==> src/core/pmc_regs.svh <==
`ifndef PMC_REGS_SVH
`define PMC_REGS_SVH

// ----------------------------------------------------------------------
// Register map (byte addresses)
// ----------------------------------------------------------------------
`define PMC_ADDR_POWER_CONTROL 8'h00
`define PMC_ADDR_SLEEP_CONTROL 8'h04
`define PMC_ADDR_CLOCK_CONTROL 8'h08
`define PMC_ADDR_STATUS 8'h0C

// ----------------------------------------------------------------------
// Field positions
// ----------------------------------------------------------------------
`define PMC_ENTER_SLEEP_BIT 0
`define PMC_MODE_LSB 0
`define PMC_USB_EN_BIT 7
`define PMC_SYSCLK_SEL_BIT 0
`define PMC_LOW_SPEED_SEL_BIT 1
`define PMC_ST_CRYSTAL_OSCILLATOR_STABLE_BIT 0
`define PMC_ST_RC_STABLE_BIT 1
`define PMC_ST_MODE_LSB 4

// ----------------------------------------------------------------------
// Reset values and timing
// ----------------------------------------------------------------------
`define PMC_MODE_RESET 2'h0
`define PMC_CLOCK_CONTROL_REG_RESET 2'h3
`define PMC_SEQ_TIME_NS 100
`define PMC_CLK_PERIOD_NS 10
`define PMC_SEQ_CYCLES (`PMC_SEQ_TIME_NS / `PMC_CLK_PERIOD_NS)

`endif

==> src/core/pmc_pkg.sv <==
package pmc_pkg;
    typedef logic [1:0] pmc_mode_t;

    // Gray coded along idle -> power down -> asleep -> wake up.
    typedef enum logic [2:0] {
        PMC_ACTIVE = 3'h0,
        PMC_IDLE = 3'h1,
        PMC_DOWN = 3'h3,
        PMC_SLEEP = 3'h2,
        PMC_UP = 3'h6,
        PMC_CLKSW = 3'h7
    } pmc_state_e;
endpackage

==> src/core/pmc_power_mode_controller.sv <==
// Decided for this implementation: the register addresses and register access over AXI4-Lite.
`timescale 1ns/1ns
`include "pmc_regs.svh"

module pmc_power_mode_controller (
    input wire logic clk,
    input wire logic rst,
    input wire logic [7:0] s_axi_awaddr,
    input wire logic s_axi_awvalid,
    output logic s_axi_awready,
    input wire logic [31:0] s_axi_wdata,
    input wire logic [3:0] s_axi_wstrb,
    input wire logic s_axi_wvalid,
    output logic s_axi_wready,
    output logic [1:0] s_axi_bresp,
    output logic s_axi_bvalid,
    input wire logic s_axi_bready,
    input wire logic [7:0] s_axi_araddr,
    input wire logic s_axi_arvalid,
    output logic s_axi_arready,
    output logic [31:0] s_axi_rdata,
    output logic [1:0] s_axi_rresp,
    output logic s_axi_rvalid,
    input wire logic s_axi_rready,
    input wire logic anyIrq,
    input wire logic portIrq,
    input wire logic sleepTimerIrq,
    input wire logic crystalStableIn,
    input wire logic rcStableIn,
    input wire logic [7:0] padDirIn,
    input wire logic [7:0] padOutIn,
    output logic cpuClockEnable,
    output logic regulatorOn,
    output logic crystalOscOn,
    output logic fastRcOscOn,
    output logic lowSpeedOscOn,
    output logic lowSpeedIsCrystal,
    output logic sysclkFromCrystal,
    output logic wakeIrqBlocked,
    output logic padHold,
    output logic [7:0] padDirOut,
    output logic [7:0] padOutOut,
    output logic usbEnable,
    output logic usbReset,
    output pmc_pkg::pmc_mode_t currentMode
);
    import pmc_pkg::*;

    // ------------------------------------------------------------------
    // Pin synchronisers
    // ------------------------------------------------------------------
    logic [4:0] syncA, syncB, syncC;
    logic portIrqS, timerIrqS, anyIrqS, xoscStbS, rcStbS;

    always_ff @(posedge clk or posedge rst) begin
        if (rst) begin
            {syncA, syncB, syncC} <= 15'h0000;
        end else begin
            syncA <= {rcStableIn, crystalStableIn, anyIrq, sleepTimerIrq,
                      portIrq};
            syncB <= syncA;
            syncC <= syncB;
        end
    end

    // A change counts only when the second and third stages agree.
    logic [4:0] filt;
    always_ff @(posedge clk or posedge rst) begin
        if (rst) begin
            filt <= 5'h00;
        end else begin
            filt <= (syncB & syncC) | (filt & (syncB | syncC));
        end
    end
    assign {rcStbS, xoscStbS, anyIrqS, timerIrqS, portIrqS} = filt;

    // ------------------------------------------------------------------
    // Bus slave
    // ------------------------------------------------------------------
    logic [7:0] awAddr;
    logic awHeld, wHeld;
    logic [31:0] wData;
    logic [3:0] wStrb;
    logic doWrite, idleRequest, usbEn, wake;
    logic [1:0] mode, clock_control_reg, enteredMode;
    pmc_state_e state;
    logic [$clog2(`PMC_SEQ_CYCLES + 1) - 1:0] seqCount;

    assign doWrite = awHeld && wHeld && !s_axi_bvalid;

    always_ff @(posedge clk or posedge rst) begin
        if (rst) begin
            {awHeld, wHeld} <= 2'h0;
            awAddr <= 8'h00;
            wData <= 32'h0000_0000;
            wStrb <= 4'h0;
            {s_axi_awready, s_axi_wready, s_axi_bvalid} <= 3'h0;
            s_axi_bresp <= 2'h0;
        end else begin
            s_axi_awready <= !awHeld && !s_axi_awready && s_axi_awvalid;
            s_axi_wready <= !wHeld && !s_axi_wready && s_axi_wvalid;
            if (s_axi_awvalid && s_axi_awready) begin
                awHeld <= 1'b1;
                awAddr <= s_axi_awaddr;
            end
            if (s_axi_wvalid && s_axi_wready) begin
                wHeld <= 1'b1;
                wData <= s_axi_wdata;
                wStrb <= s_axi_wstrb;
            end
            if (doWrite) begin
                s_axi_bvalid <= 1'b1;
                s_axi_bresp <= (awAddr == `PMC_ADDR_POWER_CONTROL ||
                                awAddr == `PMC_ADDR_SLEEP_CONTROL ||
                                awAddr == `PMC_ADDR_CLOCK_CONTROL ||
                                awAddr == `PMC_ADDR_STATUS) ? 2'h0 : 2'h2;
            end else if (s_axi_bvalid && s_axi_bready) begin
                s_axi_bvalid <= 1'b0;
                awHeld <= 1'b0;
                wHeld <= 1'b0;
            end
        end
    end

    function automatic logic wrHit(input logic [7:0] a);
        return doWrite && awAddr == a && wStrb[0];
    endfunction

    // ------------------------------------------------------------------
    // Control registers
    // ------------------------------------------------------------------
    // wake clears field
    always_ff @(posedge clk or posedge rst) begin
        if (rst) begin
            mode <= `PMC_MODE_RESET;
        end else if (wake || (state == PMC_IDLE && idleRequest)) begin
            mode <= `PMC_MODE_RESET;
        end else if (wrHit(`PMC_ADDR_SLEEP_CONTROL)) begin
            mode <= wData[`PMC_MODE_LSB +: 2];
        end
    end

    always_ff @(posedge clk or posedge rst) begin
        if (rst) begin
            usbEn <= 1'b0;
        end else if (state == PMC_SLEEP && enteredMode[1]) begin
            usbEn <= 1'b0;
        end else if (wrHit(`PMC_ADDR_SLEEP_CONTROL)) begin
            usbEn <= wData[`PMC_USB_EN_BIT];
        end
    end

    always_ff @(posedge clk or posedge rst) begin
        if (rst) begin
            clock_control_reg <= `PMC_CLOCK_CONTROL_REG_RESET;
        end else if (wrHit(`PMC_ADDR_CLOCK_CONTROL)) begin
            clock_control_reg <= wData[1:0];
        end
    end

    always_ff @(posedge clk or posedge rst) begin
        if (rst) begin
            idleRequest <= 1'b0;
        end else if (wrHit(`PMC_ADDR_POWER_CONTROL) &&
                     wData[`PMC_ENTER_SLEEP_BIT] && state == PMC_ACTIVE) begin
            idleRequest <= 1'b1;
        end else if (state != PMC_ACTIVE) begin
            idleRequest <= 1'b0;
        end
    end

    // ------------------------------------------------------------------
    // Power sequencer
    // ------------------------------------------------------------------
    // any interrupt wakes mode 0
    always_comb begin
        if (enteredMode == 2'h0) begin
            wake = anyIrqS;
        end else if (enteredMode == 2'h3) begin
            wake = portIrqS;
        end else begin
            wake = portIrqS || timerIrqS;
        end
        if (mode != 2'h0 && state != PMC_ACTIVE && state != PMC_IDLE) begin
            wake = 1'b0;
        end
        if (state == PMC_ACTIVE || state == PMC_UP || state == PMC_CLKSW) begin
            wake = 1'b0;
        end
    end

    always_ff @(posedge clk or posedge rst) begin
        if (rst) begin
            state <= PMC_ACTIVE;
            enteredMode <= 2'h0;
            seqCount <= '0;
        end else begin
            unique case (state)
                PMC_ACTIVE: begin
                    if (idleRequest) begin
                        enteredMode <= mode;
                        state <= PMC_IDLE;
                        seqCount <= '0;
                    end
                end
                PMC_IDLE: state <= (|enteredMode) ? PMC_DOWN : PMC_SLEEP;
                PMC_DOWN: begin
                    seqCount <= seqCount + 1'b1;
                    if (portIrqS || (timerIrqS && enteredMode != 2'h3)) begin
                        state <= PMC_UP;
                        seqCount <= '0;
                    end else if (seqCount == `PMC_SEQ_CYCLES - 1) begin
                        state <= PMC_SLEEP;
                    end
                end
                PMC_SLEEP: begin
                    if (wake) begin
                        state <= (enteredMode == 2'h0) ? PMC_ACTIVE : PMC_UP;
                        seqCount <= '0;
                    end
                end
                PMC_UP: begin
                    seqCount <= seqCount + 1'b1;
                    if (seqCount == `PMC_SEQ_CYCLES - 1) begin
                        state <= PMC_CLKSW;
                    end
                end
                PMC_CLKSW: begin
                    if (clock_control_reg[`PMC_SYSCLK_SEL_BIT] || xoscStbS) begin
                        state <= PMC_ACTIVE;
                        enteredMode <= 2'h0;
                    end
                end
                default: state <= PMC_ACTIVE;
            endcase
        end
    end

    // ------------------------------------------------------------------
    // Power and clock outputs
    // ------------------------------------------------------------------
    logic deep;
    assign deep = (state == PMC_SLEEP || state == PMC_DOWN) &&
                  enteredMode != 2'h0;

    always_ff @(posedge clk or posedge rst) begin
        if (rst) begin
            cpuClockEnable <= 1'b1;
            regulatorOn <= 1'b1;
            crystalOscOn <= 1'b1;
            fastRcOscOn <= 1'b1;
            lowSpeedOscOn <= 1'b1;
            lowSpeedIsCrystal <= 1'b0;
            sysclkFromCrystal <= 1'b0;
            wakeIrqBlocked <= 1'b0;
            usbEnable <= 1'b0;
            usbReset <= 1'b1;
            currentMode <= 2'h0;
        end else begin
            // gate CPU clock while not active
            cpuClockEnable <= (state == PMC_ACTIVE);
            regulatorOn <= !(state == PMC_SLEEP && enteredMode[1]);
            crystalOscOn <= !deep && !clock_control_reg[`PMC_SYSCLK_SEL_BIT];
            fastRcOscOn <= !deep;
            lowSpeedOscOn <= !(state == PMC_SLEEP && enteredMode == 2'h3);
            lowSpeedIsCrystal <= !clock_control_reg[`PMC_LOW_SPEED_SEL_BIT];
            sysclkFromCrystal <= !clock_control_reg[`PMC_SYSCLK_SEL_BIT] &&
                                 state == PMC_ACTIVE && xoscStbS;
            wakeIrqBlocked <= (mode != 2'h0);
            usbEnable <= usbEn && !(state == PMC_SLEEP && enteredMode[1]);
            usbReset <= !usbEn;
            currentMode <= (state == PMC_SLEEP) ? enteredMode : 2'h0;
        end
    end

    always_ff @(posedge clk or posedge rst) begin
        if (rst) begin
            padHold <= 1'b0;
            padDirOut <= 8'h00;
            padOutOut <= 8'h00;
        end else begin
            padHold <= (state != PMC_ACTIVE) && enteredMode != 2'h0;
            if (state == PMC_ACTIVE) begin
                padDirOut <= padDirIn;
                padOutOut <= padOutIn;
            end
        end
    end

    // ------------------------------------------------------------------
    // Read channel
    // ------------------------------------------------------------------
    // reset restarts in active through rst
    always_ff @(posedge clk or posedge rst) begin
        if (rst) begin
            s_axi_arready <= 1'b0;
            s_axi_rvalid <= 1'b0;
            s_axi_rdata <= 32'h0000_0000;
            s_axi_rresp <= 2'h0;
        end else begin
            s_axi_arready <= !s_axi_arready && !s_axi_rvalid && s_axi_arvalid;
            if (s_axi_arvalid && s_axi_arready) begin
                s_axi_rvalid <= 1'b1;
                s_axi_rresp <= 2'h0;
                unique case (s_axi_araddr)
                    `PMC_ADDR_POWER_CONTROL: s_axi_rdata <= 32'h0000_0000;
                    `PMC_ADDR_SLEEP_CONTROL: s_axi_rdata <=
                        {24'h00_0000, usbEn, xoscStbS, rcStbS, 3'h0, mode};
                    `PMC_ADDR_CLOCK_CONTROL: s_axi_rdata <=
                        {30'h0000_0000, clock_control_reg};
                    `PMC_ADDR_STATUS: s_axi_rdata <=
                        {26'h000_0000, state == PMC_SLEEP ? enteredMode : 2'h0,
                         2'h0, rcStbS, xoscStbS};
                    default: begin
                        s_axi_rdata <= 32'h0000_0000;
                        s_axi_rresp <= 2'h2;
                    end
                endcase
            end else if (s_axi_rvalid && s_axi_rready) begin
                s_axi_rvalid <= 1'b0;
            end
        end
    end
endmodule

==> config.mk <==
export PLATFORM = sky130hd
export DESIGN_NAME = pmc_power_mode_controller
export DESIGN_NICKNAME = d
export VERILOG_FILES = /design/src/core/pmc_pkg.sv /design/src/core/pmc_power_mode_controller.sv
export VERILOG_INCLUDE_DIRS = /design/src /design/src/core
export SDC_FILE = /design/constraint.sdc
export NUM_CORES = 1
export LEC_CHECK = 0
export BUFFER_PORTS_ARGS = -buffer_cell sky130_fd_sc_hd__buf_2
export CAP_MARGIN = 40
export CORE_AREA = 4 4 92 94
export CTS_BUF_LIST = sky130_fd_sc_hd__clkbuf_8
export DETAILED_ROUTE_END_ITERATION = 10
export DIE_AREA = 0 0 96 98
export PLACE_DENSITY = 0.9
export SLEW_MARGIN = 0
export SYNTH_ARGS = -nofsm -noshare
export SYNTH_HDL_FRONTEND = slang
export SYNTH_SLANG_ARGS = --single-unit
==> constraint.sdc <==
create_clock -name clk -period 2.8 [get_ports clk]
set_input_delay 0.14 -clock clk [delete_from_list [all_inputs] [get_ports clk]]
set_output_delay 0.14 -clock clk [all_outputs]
set_load 0.05 [all_outputs]
# After elaboration in Yosys (flattened, before gate mapping)
# Cells that the tools add are included.
# totals
reg_bits	124
input_bits	80
output_inout_bits	70
word_cells	178
# classes
add_sub_neg	1
n_eq_ne	20
muxes	40
bitwise_logic	4
n_reduce_logical	75
# ops
cell	count
1-bit logical AND	33
8-bit by 4-bit == test with 1-bit output, second input constant	4
8-bit case mux with 3 select lines	1
3-bit two-way mux	7
1-bit two-way mux	19
3-bit case mux with 6 select lines	1
8-bit by 3-bit == test with 1-bit output, second input constant	2
8-bit zero test	2
4-bit case mux with 4 select lines	1
2-bit nonzero test	8
2-bit two-way mux	7
1-bit zero test	13
4-bit two-way mux	3
5-bit AND	2
1-bit logical OR	10
5-bit OR	2
3-bit by 2-bit == test with 1-bit output, second input constant	2
3-bit == test, second input constant	2
2-bit != test, second input constant	3
3-bit AND reduction	2
5-bit AND reduction	1
4-bit by 1-bit adder with 4-bit output, second input constant	1
4-bit == test, second input constant	1
2-bit by 1-bit != test with 1-bit output, second input constant	2
11 further kinds	11

# Logic depth before layout (Yosys ltp)
# depth
depth_word	7
ltp_mapped	7
depth_no_buf	7

# Least setup slack after synthesis
# Ideal clock, no wire load.
# synth_path
path_kind	reg2reg
start	register state[1]
end	register seqCount[2]
setup_time_ns	0.124
t_arrival_ns	1.555
required_ns	2.676
slack_ns	1.121
stages_incl_launch_ff	7
path_buffers	1
period_less_slack_ns	1.679
cell_sequence	dfrtp_1 buf_6 o22ai_2 o31ai_1 o31a_1 or2_1 a211o_1
# synth_between
elab_chain_len	7
elab_cells_between_ends	18
cone_classes	eq/ne (7); mux (3); reduce/logical (8)
# synth_rtl
item	line	source
from (decl)	pmc_power_mode_controller.sv:86	pmc_state_e state;
from (signal assigned)	pmc_power_mode_controller.sv:206	PMC_IDLE: state <= (|enteredMode) ? PMC_DOWN : PMC_SLEEP;
from (signal assigned)	pmc_power_mode_controller.sv:218	state <= (enteredMode == 2'h0) ? PMC_ACTIVE : PMC_UP;
3-bit nonzero test	pmc_power_mode_controller.sv:184	if (mode != 2'h0 && state != PMC_ACTIVE && state != PMC_IDLE) begin
1-bit logical AND (2 in series)	pmc_power_mode_controller.sv:184	
1-bit two-way mux	pmc_power_mode_controller.sv:184	
1-bit two-way mux	pmc_power_mode_controller.sv:187	if (state == PMC_ACTIVE || state == PMC_UP || state == PMC_CLKSW) begin
2-bit != test (no line)	n/a	
3-bit AND reduction (no line)	n/a	
to (signal assigned)	pmc_power_mode_controller.sv:208	seqCount <= seqCount + 1'b1;
to (signal assigned)	pmc_power_mode_controller.sv:223	seqCount <= seqCount + 1'b1;
to (decl)	pmc_power_mode_controller.sv:87	logic [$clog2(`PMC_SEQ_CYCLES + 1) - 1:0] seqCount;
# Parallel ways exist; a longest one is shown, timed or not.
# A chain may end at the register's enable or synchronous reset.

# Final worst setup path
# layout_path
start	register state[0]
end	register enteredMode[1]
# layout_between
elab_chain_len	3
elab_cells_between_ends	7
cone_classes	eq/ne (3); mux (1); reduce/logical (3)
# layout_rtl
item	line	source
3-bit == test or 3-bit zero test (tied branches)	pmc_power_mode_controller.sv:198	unique case (state)
2-bit by 1-bit != test with 1-bit output (no line), or another cell as far along	n/a	
3-bit AND reduction (no line)	n/a	
to (signal assigned)	pmc_power_mode_controller.sv:201	enteredMode <= mode;
to (decl)	pmc_power_mode_controller.sv:85	logic [1:0] mode, clock_control_reg, enteredMode;
# Parallel ways exist; a longest one is shown, timed or not.

==> results.yml <==
run_status:
  outcome: "completed"
die:
  start_util_pct: 48.5
  die_w_um: 96
  die_area_um2: 9410
  core_area_um2: 7650
  rows: 32
  die_y_um: 98
  io_pins: 150
yosys:
  yosys_most_used_dff: "dfrtp_1"
  synth_edf_count: 0
  synth_cells: 327
  netlist_area_um2: 3710
  synth_cell_types: 46
  synth_warnings: 0
  ys_async_sr_fraction_pct: 100
  synth_seq_area_share_pct: 61.7
  syn_area_per_cell_um2: 11.3
  synth-seq-cells: 91
final_layout:
  drive_gt1_share_pct: 30.3
  fillers: 637
  synthToLayoutAreaGrowth_pct: 26.0
  nets: 532
  largestRegisters: "awAddr: 8 flops, padDirOut: 8 flops, padOutOut: 8 flops"
  antenna_cells: 0
global_route:
  grt_first_pass_wirelength_um: 13200
  antenna_found_initial: 0
  grt_max_degree: 46
  grt_overflow_total: 0
  grt.total_usage_pct: 17.9
  grt_pass1_vias: 2812
clock_tree:
  htree_num_levels: 3
  clk_latency_ns: 0.36
  cts_root_buf: "clkbuf_8"
  clockBufferDepth: 2
  cts_tree: "built"
  cts_resized: 0
  cts_buffers: 9
  clock-sinks: 91
  cts.clk_slew.worst_paths_ns: 0.10
place:
  gp_congestion: 0.940
  post-place-ws_ns: 0.948
  io_buffers: 89
  dp.final_hpwl_um: 5280
critical_path:
  start_kind: "flip-flop"
  max_stage_delay_ns: 0.55
  cp_cell_sequence: "or3_1 > buf_4 > inv_1 > a22oi_1 > a32o_1"
  path_class: "flip-flop to flip-flop"
  required_ns: 3.05
  path_buf_inv: 2
  cp_slowest_cell: "dfrtp_1"
  crit_family: "flip-flops"
  critPathArrivalTime_ns: 2.19
  worstPathMaxFanout: 18
  end_kind: "flip-flop"
power:
  p_sw_share_pct: 38.3
  power.internal_mw: 2.44
  ir_drop_mv: 0.473
  pwr-share-comb_pct: 30.3
  power_frac_clock_pct: 25.2
  p_total_mw: 3.96
  p_leak_nw: 2.34
  net-switching-power_mw: 1.52
  p_per_area_nw_per_um2: 847
  seqPwrFrac_pct: 44.5
sta:
  hold_viol: 0
  setup_viol: 0
  max_slew_margin_pct: 50.9
  final.setup.tns_ns: 0
  min_period_ns: 1.94
  fin_crit_sh_pct: 69.3
  fmax_mhz: 515
  grt_setup_unrepaired: "no"
  skew_ns: 0.0130
  tightest_slew_ns: 0.735
  slew_viol_final: 0
  timing.final.ws_setup_ns: 0.860
  holdWs_ns: 0.0177
min_path:
  hold_class: "primary input to flip-flop"
routing:
  ant_nets: 0
  firstDrtPassIters: 4
  first_iter_violations: 110
  vias: 2761
  avgRoutedWirePerCell_um: 13.9
  viasPerCell: 4.96
  drc_errors: 0
  wl_um: 7760
flow_run:
  maxCapViolCount: 0
==> layout make-up <==
| cell class | count | area [µm²] | area share (%) |
|---|---|---|---|
| Multi-Input combinational cell | 216 | 1230 | 26.3 |
| Sequential cell | 91 | 2290 | 49.0 |
| Clock inverter | 7 | 106 | 2.28 |
| Tap cell | 102 | 128 | 2.73 |
| Clock buffer | 9 | 124 | 2.65 |
| Timing Repair Buffer | 121 | 756 | 16.2 |
| Inverter | 11 | 42.5 | 0.911 |
==> path summary, 6_finish.rpt <==
| check | startpoint | endpoint | slack [ns] | cells after the start |
|---|---|---|---|---|
| min reg2reg | syncA[3] | syncB[3] | 0.35 | 0 |
| min | s_axi_awaddr[6] | awAddr[6] | 0.02 | 2 |
| max reg2reg | state[0] | enteredMode[1] | 0.86 | 5 |
| max | state[0] | enteredMode[1] | 0.86 | 5 |
| min in group asynchronous | rst | awAddr[0] | 0.44 | 3 |
| max in group asynchronous | rst | crystalOscOn | 1.50 | 4 |
==> repair_timing <==
action	in CTS	in global routing
setup endpoints to repair	0	0
setup buffers	0	0
hold buffers	28	0
hold endpoints to repair	71	0
==> stage by stage <==
step / cells / instance area [µm²] / util, %
after CTS: 557 / 4670 / 61.1
after global placement: 513 / 4160 / 54.4
after floorplan: 354 / 3810 / -
after global routing: 557 / 4670 / 61.1
after detailed placement: 513 / 4160 / 54.4
final: 557 / 4670 / 61.1
==> layout by cell type, fill, tap and decap left out, drive strengths merged, types with 5 or more instances in the layout <==
cell,synthesis,routed
dfrtp,83,83
nor3,5,5
dlygate4sd3,0,28
maj3,5,5
nor3b,9,9
nor2,17,17
o21ai,12,12
buf,31,93
a21oi,9,9
mux2,16,16
clkbuf,5,9
dfstp,8,8
inv,11,13
nand2,67,67
conb,1,28
==> cell families after synthesis <==
| logic type | count (synthesis) | synth area share (%) |
|---|---|---|
| AND/OR/NAND/NOR | 118 | 14.5 |
| flip-flops | 91 | 61.7 |
| buffers and inverters | 47 | 7.93 |
| AO/OA/AOI/OAI | 43 | 7.83 |
| multiplexers | 20 | 5.94 |
| adder cells (fa/ha/maj) | 7 | 2.02 |
| other | 1 | 0.101 |
==> synthesized netlist by cell type, types with 3 or more instances <==
cell type / instances / share of area [%]
a21oi_1: 9 / 1.2
a22oi_1: 3 / 0.61
buf_4: 29 / 5.9
clkbuf_1: 5 / 0.51
dfrtp_1: 83 / 56
dfstp_2: 8 / 5.7
inv_1: 11 / 1.1
maj3_1: 5 / 1.4
mux2_2: 16 / 4.9
mux2i_1: 4 / 1.1
nand2_1: 67 / 6.8
nand3_1: 4 / 0.54
nor2_1: 17 / 1.7
nor2b_1: 3 / 0.51
nor3_1: 5 / 0.67
nor3b_1: 9 / 1.8
o21ai_0: 12 / 1.6
==> power groups by stage <==
stage          sequential, mW  combinational [mW]  clock (mW)
3_3_place_gp             1.77                1.14           0
2_1_floorplan            2.17               0.513           0
4_1_cts                  1.76                1.20        1.03
3_5_place_dp             1.79                1.17           0
6_report                 1.76                1.20       0.999
5_1_grt                  1.80                1.29        1.09
==> routing by layer <==
| layer | track usage (%) | vias to the layer above | share of wire [%] |
|---|---|---|---|
| met5 | 0 | - | 0 |
| met4 | 5.58 | 0 | 1.9 |
| met3 | 5.24 | 17 | 6.9 |
| met2 | 30.3 | 107 | 53 |
| met1 | 21.7 | 1343 | 39 |
| li1 | - | 1294 | - |
Note: power is estimated with default switching activity, not from simulation.
